**src/hdl/dac_ctrl_pkg.sv**
```systemverilog
/*
 Package for the converter control block: register offsets, field positions,
 reset values, power states and timing counts.
 Assumes a 10 MHz system clock and a plain register port with byte addresses.
*/
package dac_ctrl_pkg;

   // ==========================================================
   // Address map
   localparam logic [15:0] INSTANCE0_BASE = 16'h8000;
   localparam logic [15:0] INSTANCE1_BASE = 16'h8040;
   localparam logic [5:0] OFF_ACTIVATE = 6'h00;
   localparam logic [5:0] OFF_CONFIG = 6'h04;
   localparam logic [5:0] OFF_CONTROL = 6'h08;
   localparam logic [5:0] OFF_CODE = 6'h0c;
   localparam logic [5:0] OFF_RESERVED_FIRST = 6'h10;
   localparam logic [5:0] OFF_RESERVED_LAST = 6'h30;

   // ==========================================================
   // Field positions
   localparam int ACTIVATE_BIT = 0;
   localparam int CFG_INTERNAL_BIT = 0;
   localparam int CFG_PIN_BIT = 1;
   localparam int CFG_SLEEP_BIT = 2;
   localparam int CTRL_ON_BIT = 0;
   localparam int CTRL_SOFT_RESET_BIT = 1;
   localparam int CODE_WIDTH = 12;

   // ==========================================================
   // Reset values
   localparam logic ACTIVATE_RESET = 1'b0;
   localparam logic [2:0] CONFIG_RESET = 3'h0;
   localparam logic CONTROL_RESET = 1'b0;
   localparam logic [11:0] CODE_RESET = 12'h000;

   // ==========================================================
   // Timing
   localparam int CLK_PERIOD_NS = 100;
   localparam int SOFT_RESET_WAIT_NS = 150;
   localparam int SOFT_RESET_WAIT_CYCLES =
      (SOFT_RESET_WAIT_NS + CLK_PERIOD_NS - 1) / CLK_PERIOD_NS;
   localparam int SETTLE_CYCLES = 1;

   typedef enum logic [4:0] {
      ST_DEACTIVATED = 5'b00001,
      ST_SLEEPING = 5'b00010,
      ST_OFF = 5'b00100,
      ST_ON = 5'b01000,
      ST_CONVERTING = 5'b10000
   } power_state_type;

endpackage

```
**src/hdl/dac_analog_if.sv**
```systemverilog
/*
 Interface carrying the converter drive between the control core and the
 output stage. Assumes both ends share one clock.
*/
`timescale 1ns/1ps
interface dac_analog_if;
   logic analog_on;
   logic pin_enable;
   logic internal_enable;
   logic [11:0] code;
   logic clock_gate;
   logic [11:0] code_out;
   logic pin_drive;
   logic internal_drive;
   logic pin_tristate;
   modport core (output analog_on, pin_enable, internal_enable, code, clock_gate,
      input code_out, pin_drive, internal_drive, pin_tristate);
   modport stage (input analog_on, pin_enable, internal_enable, code, clock_gate,
      output code_out, pin_drive, internal_drive, pin_tristate);
endinterface

```
**src/hdl/dac_output_stage.sv**
```systemverilog
/*
 Output stage: holds the code presented to the ladder and steers the pin and
 internal buffers. Assumes the core gates it with clock_gate.
*/
`timescale 1ns/1ps
module dac_output_stage
   import dac_ctrl_pkg::*;
(
   // Clock and reset
   input wire logic clk,
   input wire logic reset,
   input wire logic soft_reset,
   input wire logic clk_en,
   // Core side
   dac_analog_if.stage port
);

   logic [11:0] code_q;
   logic pin_q;
   logic int_q;

   // ==========================================================
   // Sample and hold, whole code at once so the ladder never sees a torn value
   always_ff @(posedge clk or posedge reset) begin
      if (reset) begin
         code_q <= CODE_RESET;
      end else if (clk_en) begin
         if (soft_reset) begin
            code_q <= CODE_RESET;
         end else if (port.clock_gate && port.analog_on) begin
            code_q <= port.code;
         end
      end
   end

   always_ff @(posedge clk or posedge reset) begin
      if (reset) begin
         pin_q <= 1'b0;
         int_q <= 1'b0;
      end else if (clk_en) begin
         if (soft_reset) begin
            pin_q <= 1'b0;
            int_q <= 1'b0;
         end else begin
            pin_q <= port.analog_on && port.pin_enable;
            int_q <= port.analog_on && port.internal_enable;
         end
      end
   end

   assign port.code_out = code_q;
   assign port.pin_drive = pin_q;
   assign port.internal_drive = int_q;
   assign port.pin_tristate = !pin_q;

endmodule

```
**src/hdl/dac_register_control.sv**
```systemverilog
/*
 Register bank and power sequencing for one converter instance.
 Assumes a plain register port on the system clock, with read data one cycle
 after the read strobe, and a sleep-enable input from another clock domain.
*/
`timescale 1ns/1ps
module dac_register_control
   import dac_ctrl_pkg::*;
#(
   parameter logic [15:0] BASE_ADDRESS = INSTANCE0_BASE
)
(
   // Clock, reset, enable
   input wire logic clk,
   input wire logic reset,
   input wire logic clk_en,
   // Register port
   input wire logic [15:0] addr,
   input wire logic [31:0] wdata,
   input wire logic write_en,
   input wire logic read_en,
   output logic [31:0] rdata,
   // Chip sleep request, asynchronous
   input wire logic sleep_enable,
   // Analog side
   output logic [11:0] code_out,
   output logic pin_drive,
   output logic internal_drive,
   output logic pin_tristate,
   output logic analog_on,
   output logic clock_gate,
   output logic [4:0] power_state
);

   dac_analog_if aif();

   logic activate_q;
   logic [2:0] config_q;
   logic on_q;
   logic [11:0] code_q;
   logic soft_reset_q;
   logic sleep_meta_q;
   logic sleep_sync_q;
   logic [31:0] rdata_q;
   logic settle_q;
   logic on_prev_q;
   logic [11:0] code_prev_q;
   power_state_type state_q;
   power_state_type state_d;
   logic hit;
   logic [5:0] offset;
   logic sel_activate;
   logic sel_config;
   logic sel_control;
   logic sel_code;
   logic sleeping;

   // ==========================================================
   // Address decode
   assign hit = (addr[15:6] == BASE_ADDRESS[15:6]);
   assign offset = addr[5:0];

   always_comb begin
      sel_activate = 1'b0;
      sel_config = 1'b0;
      sel_control = 1'b0;
      sel_code = 1'b0;
      if (!hit) begin
         sel_activate = 1'b0;
      end else if (offset == OFF_ACTIVATE) begin
         sel_activate = 1'b1;
      end else if (offset == OFF_CONFIG) begin
         sel_config = 1'b1;
      end else if (offset == OFF_CONTROL) begin
         sel_control = 1'b1;
      end else if (offset == OFF_CODE) begin
         sel_code = 1'b1;
      end
   end

   // ==========================================================
   // Sleep synchroniser
   always_ff @(posedge clk or posedge reset) begin
      if (reset) begin
         sleep_meta_q <= 1'b0;
         sleep_sync_q <= 1'b0;
      end else if (clk_en) begin
         sleep_meta_q <= sleep_enable;
         sleep_sync_q <= sleep_meta_q;
      end
   end

   assign sleeping = config_q[CFG_SLEEP_BIT] && sleep_sync_q;

   // ==========================================================
   // Activate: of the two resets only the system reset clears it
   always_ff @(posedge clk or posedge reset) begin
      if (reset) begin
         activate_q <= ACTIVATE_RESET;
      end else if (clk_en && write_en && sel_activate) begin
         activate_q <= wdata[ACTIVATE_BIT];
      end
   end

   // Soft reset pulse lasts one cycle and clears itself
   always_ff @(posedge clk or posedge reset) begin
      if (reset) begin
         soft_reset_q <= 1'b0;
      end else if (clk_en) begin
         soft_reset_q <= write_en && sel_control && wdata[CTRL_SOFT_RESET_BIT];
      end
   end

   // ==========================================================
   // Configuration, locked while the converter is on
   always_ff @(posedge clk or posedge reset) begin
      if (reset) begin
         config_q <= CONFIG_RESET;
      end else if (clk_en) begin
         if (soft_reset_q) begin
            config_q <= CONFIG_RESET;
         end else if (write_en && sel_config && !on_q) begin
            config_q <= wdata[2:0];
         end
      end
   end

   // On bit: refused while deactivated; dropping activate also drops it
   always_ff @(posedge clk or posedge reset) begin
      if (reset) begin
         on_q <= CONTROL_RESET;
      end else if (clk_en) begin
         if (soft_reset_q || !activate_q) begin
            on_q <= CONTROL_RESET;
         end else if (write_en && sel_control && !wdata[CTRL_SOFT_RESET_BIT]) begin
            on_q <= wdata[CTRL_ON_BIT];
         end
      end
   end

   // Code is one register so a single write replaces all twelve bits
   always_ff @(posedge clk or posedge reset) begin
      if (reset) begin
         code_q <= CODE_RESET;
      end else if (clk_en) begin
         if (soft_reset_q) begin
            code_q <= CODE_RESET;
         end else if (write_en && sel_code) begin
            code_q <= wdata[CODE_WIDTH-1:0];
         end
      end
   end

   // ==========================================================
   // Read port; unmapped and reserved offsets read zero
   always_ff @(posedge clk or posedge reset) begin
      if (reset) begin
         rdata_q <= 32'h0000_0000;
      end else if (clk_en) begin
         if (!read_en) begin
            rdata_q <= 32'h0000_0000;
         end else if (sel_activate) begin
            rdata_q <= {31'h0, activate_q};
         end else if (sel_config) begin
            rdata_q <= {29'h0, config_q};
         end else if (sel_control) begin
            rdata_q <= {31'h0, on_q};
         end else if (sel_code) begin
            rdata_q <= {20'h0_0000, code_q};
         end else begin
            rdata_q <= 32'h0000_0000;
         end
      end
   end

   assign rdata = rdata_q;

   // ==========================================================
   // Power state
   always_ff @(posedge clk or posedge reset) begin
      if (reset) begin
         on_prev_q <= 1'b0;
         code_prev_q <= CODE_RESET;
         settle_q <= 1'b0;
      end else if (clk_en) begin
         on_prev_q <= on_q;
         code_prev_q <= code_q;
         settle_q <= (on_q != on_prev_q) || (code_q != code_prev_q);
      end
   end

   always_comb begin
      state_d = ST_OFF;
      if (!activate_q) begin
         state_d = ST_DEACTIVATED;
      end else if (sleeping) begin
         state_d = ST_SLEEPING;
      end else if ((on_q != on_prev_q) || (code_q != code_prev_q) || settle_q) begin
         state_d = ST_CONVERTING;
      end else if (on_q) begin
         state_d = ST_ON;
      end else begin
         state_d = ST_OFF;
      end
   end

   always_ff @(posedge clk or posedge reset) begin
      if (reset) begin
         state_q <= ST_DEACTIVATED;
      end else if (clk_en) begin
         case (state_q)
            ST_DEACTIVATED: state_q <= state_d;
            ST_SLEEPING: state_q <= state_d;
            ST_OFF: state_q <= state_d;
            ST_ON: state_q <= state_d;
            ST_CONVERTING: state_q <= state_d;
            default: state_q <= ST_DEACTIVATED;
         endcase
      end
   end

   assign power_state = state_q;

   // ==========================================================
   // Drive to the output stage
   assign aif.clock_gate = activate_q && !sleeping;
   assign aif.analog_on = on_q && activate_q && !sleeping;
   assign aif.pin_enable = config_q[CFG_PIN_BIT];
   assign aif.internal_enable = config_q[CFG_INTERNAL_BIT];
   assign aif.code = code_q;

   dac_output_stage stage (
      .clk(clk),
      .reset(reset),
      .soft_reset(soft_reset_q),
      .clk_en(clk_en),
      .port(aif.stage)
   );

   assign code_out = aif.code_out;
   assign pin_drive = aif.pin_drive;
   assign internal_drive = aif.internal_drive;
   assign pin_tristate = aif.pin_tristate;
   assign analog_on = aif.analog_on;
   assign clock_gate = aif.clock_gate;

   // ==========================================================
   // Checks
   a_on_needs_activate: assert property (@(posedge clk) disable iff (reset)
      on_q |-> $past(activate_q)) else $error("on bit set while deactivated");
   a_config_lock: assert property (@(posedge clk) disable iff (reset)
      (clk_en && on_q && !soft_reset_q) |=> $stable(config_q))
      else $error("configuration changed while on");
   a_soft_reset_clear: assert property (@(posedge clk) disable iff (reset)
      (clk_en && soft_reset_q) |=> (!on_q && config_q == CONFIG_RESET && code_q == CODE_RESET))
      else $error("soft reset left state");
   a_soft_spares_act: assert property (@(posedge clk) disable iff (reset)
      (clk_en && soft_reset_q && !(write_en && sel_activate)) |=> $stable(activate_q))
      else $error("soft reset touched activate");
   a_pin_follows: assert property (@(posedge clk) disable iff (reset)
      (clk_en && !soft_reset_q) |=> (pin_drive == $past(aif.analog_on && config_q[CFG_PIN_BIT])))
      else $error("pin buffer wrong");
   a_sleep_tristate: assert property (@(posedge clk) disable iff (reset)
      (clk_en && sleeping) |=> pin_tristate) else $error("pin driven in sleep");
   a_sleep_ignored: assert property (@(posedge clk) disable iff (reset)
      (clk_en && !soft_reset_q && !config_q[CFG_SLEEP_BIT] && on_q && activate_q
         && config_q[CFG_PIN_BIT]) |=> pin_drive)
      else $error("sleep not ignored");
   a_code_whole: assert property (@(posedge clk) disable iff (reset)
      (clk_en && write_en && sel_code && !soft_reset_q) |=> (code_q == $past(wdata[11:0])))
      else $error("code not taken whole");
   a_reserved_zero: assert property (@(posedge clk) disable iff (reset)
      (clk_en && read_en && hit && offset >= OFF_RESERVED_FIRST) |=> (rdata == 32'h0000_0000))
      else $error("reserved read not zero");
   // ==========================================================
   // Register and power-state checks
   a_activate_write: assert property (@(posedge clk) disable iff (reset)
      (clk_en && write_en && sel_activate) |=> (activate_q == $past(wdata[ACTIVATE_BIT])))
      else $error("activate write lost");
   a_on_refused: assert property (@(posedge clk) disable iff (reset)
      (clk_en && !activate_q) |=> !on_q) else $error("on bit accepted while deactivated");
   a_on_write_taken: assert property (@(posedge clk) disable iff (reset)
      (clk_en && write_en && sel_control && activate_q && !soft_reset_q
         && !wdata[CTRL_SOFT_RESET_BIT]) |=> (on_q == $past(wdata[CTRL_ON_BIT])))
      else $error("on bit write lost");
   a_config_taken: assert property (@(posedge clk) disable iff (reset)
      (clk_en && write_en && sel_config && !on_q && !soft_reset_q)
         |=> (config_q == $past(wdata[2:0])))
      else $error("configuration write lost");
   a_soft_self_clear: assert property (@(posedge clk) disable iff (reset)
      (clk_en && !(write_en && sel_control && wdata[CTRL_SOFT_RESET_BIT])) |=> !soft_reset_q)
      else $error("soft reset stuck");
   a_deact_state: assert property (@(posedge clk) disable iff (reset)
      (clk_en && !activate_q) |=> (power_state == ST_DEACTIVATED))
      else $error("not deactivated");
   a_sleep_state: assert property (@(posedge clk) disable iff (reset)
      (clk_en && activate_q && sleeping) |=> (power_state == ST_SLEEPING))
      else $error("not sleeping");
   a_converting_entry: assert property (@(posedge clk) disable iff (reset)
      (clk_en && activate_q && !sleeping && (on_q != on_prev_q))
         |=> (power_state == ST_CONVERTING))
      else $error("on change not converting");
   // ==========================================================
   // Stage checks, one cycle behind the core since the stage registers
   a_internal_follows: assert property (@(posedge clk) disable iff (reset)
      (clk_en && !soft_reset_q)
         |=> (internal_drive == $past(aif.analog_on && config_q[CFG_INTERNAL_BIT])))
      else $error("internal buffer wrong");
   a_code_applied: assert property (@(posedge clk) disable iff (reset)
      (clk_en && !soft_reset_q && aif.analog_on) |=> (code_out == $past(code_q)))
      else $error("code not applied while on");
   a_code_held_off: assert property (@(posedge clk) disable iff (reset)
      (clk_en && !soft_reset_q && !aif.analog_on) |=> $stable(code_out))
      else $error("code moved while off");
   c_turn_on: cover property (@(posedge clk) disable iff (reset) !on_q ##1 on_q);
   c_settled: cover property (@(posedge clk) disable iff (reset)
      state_q == ST_CONVERTING ##1 state_q == ST_ON);
   c_code_update: cover property (@(posedge clk) disable iff (reset)
      state_q == ST_ON ##1 state_q == ST_CONVERTING);
   c_sleep: cover property (@(posedge clk) disable iff (reset) state_q == ST_SLEEPING);
   c_soft_reset: cover property (@(posedge clk) disable iff (reset) soft_reset_q && on_q);

endmodule

```
**config.mk**
```make
export PLATFORM = sky130hd
export DESIGN_NAME = dac_register_control
export DESIGN_NICKNAME = d
export VERILOG_FILES = /design/src/hdl/dac_ctrl_pkg.sv /design/src/hdl/dac_analog_if.sv /design/src/hdl/dac_output_stage.sv /design/src/hdl/dac_register_control.sv
export SDC_FILE = /design/constraint.sdc
export NUM_CORES = 1
export LEC_CHECK = 0
export BUFFER_PORTS_ARGS = -buffer_cell sky130_fd_sc_hd__buf_2
export CORE_AREA = 3 3 84 86
export CTS_CLUSTER_SIZE = 8
export DETAILED_ROUTE_END_ITERATION = 10
export DIE_AREA = 0 0 87 89
export PLACE_DENSITY = 0.77
export SETUP_SLACK_MARGIN = 0.3
export SLEW_MARGIN = 20
export SYNTH_ARGS = -nofsm -noshare
export SYNTH_HDL_FRONTEND = slang
export SYNTH_HIERARCHICAL = 1
export SYNTH_SLANG_ARGS = --single-unit
```
**constraint.sdc**
```tcl
create_clock -name clk -period 1.95 [get_ports clk]
set_input_delay 0.2925 -clock clk [delete_from_list [all_inputs] [get_ports clk]]
set_output_delay 0.2925 -clock clk [all_outputs]
set_load 0.005 [all_outputs]
```
==> impl_metrics.json <==
{
  "synth-seq-cells": 65,
  "ys_types": 50,
  "dp.cells": 411,
  "slew_viol_final": 0,
  "use_met3_pct": 5.44,
  "criticalPathCategory": "flop to output port",
  "ys_seq_area_share_pct": 52.0,
  "postPlaceCellArea_um2": 3570,
  "fin_area_um2": 3980,
  "fin_util_pct": 62.7,
  "clkLatencyLatePin_ns": 0.34,
  "hold_viol": 0,
  "drtPass1Iterations": 4,
  "num_vias": 2409,
  "hold_class": "input pin to flop",
  "syn_inst": 264,
  "drc_errors": 0,
  "rsz0062_at_grt": "true",
  "wl_per_cell_um": 16.0,
  "synth_edf_count": 0,
  "fill_cells": 501,
  "grt_pass1_vias": 2320,
  "fmaxAchievable_mhz": 620,
  "synthFlopType": "dfrtp_1",
  "setup_viol": 0,
  "critPathArrivalTime_ns": 1.32,
  "nNetsFinal": 416,
  "hpwlAfterDp_mm": 5.15,
  "grt_max_degree": 23,
  "final_cell_mix": "buf_2, dfrtp_1, buf_4, a22o_1, conb_1",
  "grtUsageMet2_pct": 30.5,
  "routed_wl_mm": 7.09,
  "grt_pass1_wl_mm": 11.5,
  "synth_area_per_cell_um2": 11.9,
  "clockBufferDepth": 2,
  "peakVddDrop_uv": 421,
  "syn2layout_area_growth_pct": 27.2,
  "cap_viol_max_count": 0,
  "p_per_area_nw_per_um2": 677,
  "fin_hold_ws_ns": 0.164,
  "end_kind": "output port",
  "clk_pin_slew_ns": 0.07,
  "p_leak_nw": 1.94,
  "cts_sinks": 65,
  "track_usage_pct": 19.6,
  "ys_async_sr_fraction_pct": 100,
  "crit_fanout": 4,
  "final_common_cell": "buf_2",
  "htreeDepth": 3,
  "min_period_over_period_pct": 82.7,
  "io_pins": 108,
  "rows": 29,
  "vias_per_cell": 5.43,
  "final.min_clock_period_ns": 1.61,
  "antenna_found_initial": 0,
  "place.gp.congestion": 0.801,
  "die_x_um": 87,
  "drtIter0Drc": 158,
  "synth_area_um2": 3130,
  "grt-ovfl-total": 0,
  "cp.required_ns": 1.66,
  "maxSlewHeadroom_pct": 66.3,
  "status": "completed",
  "dieArea_um2": 7740,
  "cts_tree": "built",
  "grt.busiest_layer": "met2",
  "core_area_um2": 6350,
  "drt.antenna.violating_nets": 0,
  "clock_skew_ns": 0.00794,
  "start_util_pct": 49.3,
  "cts_root_buf": "clkbuf_8",
  "fin_setup_tns_ns": 0,
  "num_antenna_cells": 0,
  "met1_usage_pct": 26.2,
  "drive_gt1_share_pct": 44.4,
  "yosys_warnings": 6,
  "numCtsBuffers": 9,
  "die_y_um": 89,
  "fin_cells": 444,
  "worstMarginPinSlew_ns": 0.505,
  "critPathLaunchType": "flop",
  "io_buffers": 67
}
-- worst max-delay path, cell delays in order (launching register included) --
cell	delay [ns]
dfrtp_1	0.41
nand2_1	0.16
and3_2	0.27
buf_2	0.13
-- registers in the layout, indices dropped and copies added (netlist names) --
register,cells
aif.code,12
code_prev_q,12
rdata,12
stage/port.code_out,12
power_state,5
config_q,3
activate_q,1
on_prev_q,1
on_q,1
settle_q,1
sleep_meta_q,1
sleep_sync_q,1
soft_reset_q,1
stage/port.internal_drive,1
stage/port.pin_drive,1
-- final timing paths --
check	slack, ns	endpoint	cells after the start	from
max	0.34	analog_on	3	config_q[2]
min	0.16	aif.code[3]	2	wdata[3]
max reg2reg	0.38	power_state[3]	6	aif.code[3]
min reg2reg	0.49	rdata[2]	1	rdata[2]
max in group asynchronous	0.86	power_state[0]	4	reset
min in group asynchronous	0.48	rdata[3]	3	reset
-- cell families (layout without fill, tap and decap cells) --
logic type / after synthesis / count (layout) / share of synthesized area, %
AOI/OAI and AO/OA: 68 / 68 / 17.4
xor gates and xnor gates: 14 / 14 / 3.92
buffers and inverters: 48 / 132 / 8.71
DFF: 65 / 65 / 52.0
muxes: 21 / 21 / 7.87
other: 1 / 20 / 0.120
and+or+nand+nor: 47 / 47 / 9.99
-- metal layers --
layer	share of wire [%]	vias to the layer above
li1	-	1130
met1	43	1185
met2	48	83
met3	7.4	11
met4	1.5	0
met5	0	-
-- what timing repair did --
| action | CTS | global route |
|---|---|---|
| hold endpoints to repair | 30 | 0 |
| setup endpoints to repair | 2 | 3 |
| buffers inserted | 0 | 16 |
| gates resized for setup | 3 | 18 |
| pin swaps | 0 | 4 |
| hold buffers | 1 | 0 |
-- metrics by stage --
stage / power [mW] / setup slack [ns]
floorplan: 1.49 / 0.295
detailed placement: 1.53 / 0.100
global route: 2.80 / 0.261
CTS: 2.72 / 0.303
finish: 2.70 / 0.337
global placement: 1.53 / 0.120
-- synth_stat cells (all sizes together), types with 2 or more instances --
master	number	area, um^2
o2bb2ai	13	114
nor2b	3	18.8
mux2i	4	40.0
inv	16	60.1
buf	25	186
o32ai	2	17.5
clkbuf	6	22.5
nand2	13	58.8
nand2b	2	12.5
mux2	16	184
o211ai	2	15.0
o22ai	10	62.6
a21oi	2	10.0
nor4	3	31.3
nand3	3	15.0
and3	2	12.5
a22oi	12	90.1
nand4	6	37.5
nor3	2	21.3
a22o	20	175
dfrtp	64	1600
xnor2	14	123
nor2	6	25.0
-- final cells by class --
cell class / instances / area [um^2] / area share [%]
clock buffers: 14 / 173 / 4.34
clock inverters: 2 / 35.0 / 0.880
inverters: 17 / 63.8 / 1.60
multi-input cells: 170 / 1380 / 34.7
flip-flops and latches: 65 / 1640 / 41.2
well taps: 77 / 96.3 / 2.42
repair buffers: 99 / 591 / 14.8
-- power breakdown --
group | internal, mW | total (mW) | switching, mW
Sequential | 1.35 | 1.36 | 0.00384
Combinational | 0.0601 | 0.154 | 0.0935
Clock | 0.694 | 1.18 | 0.490
(Power assumes the default switching activity.)
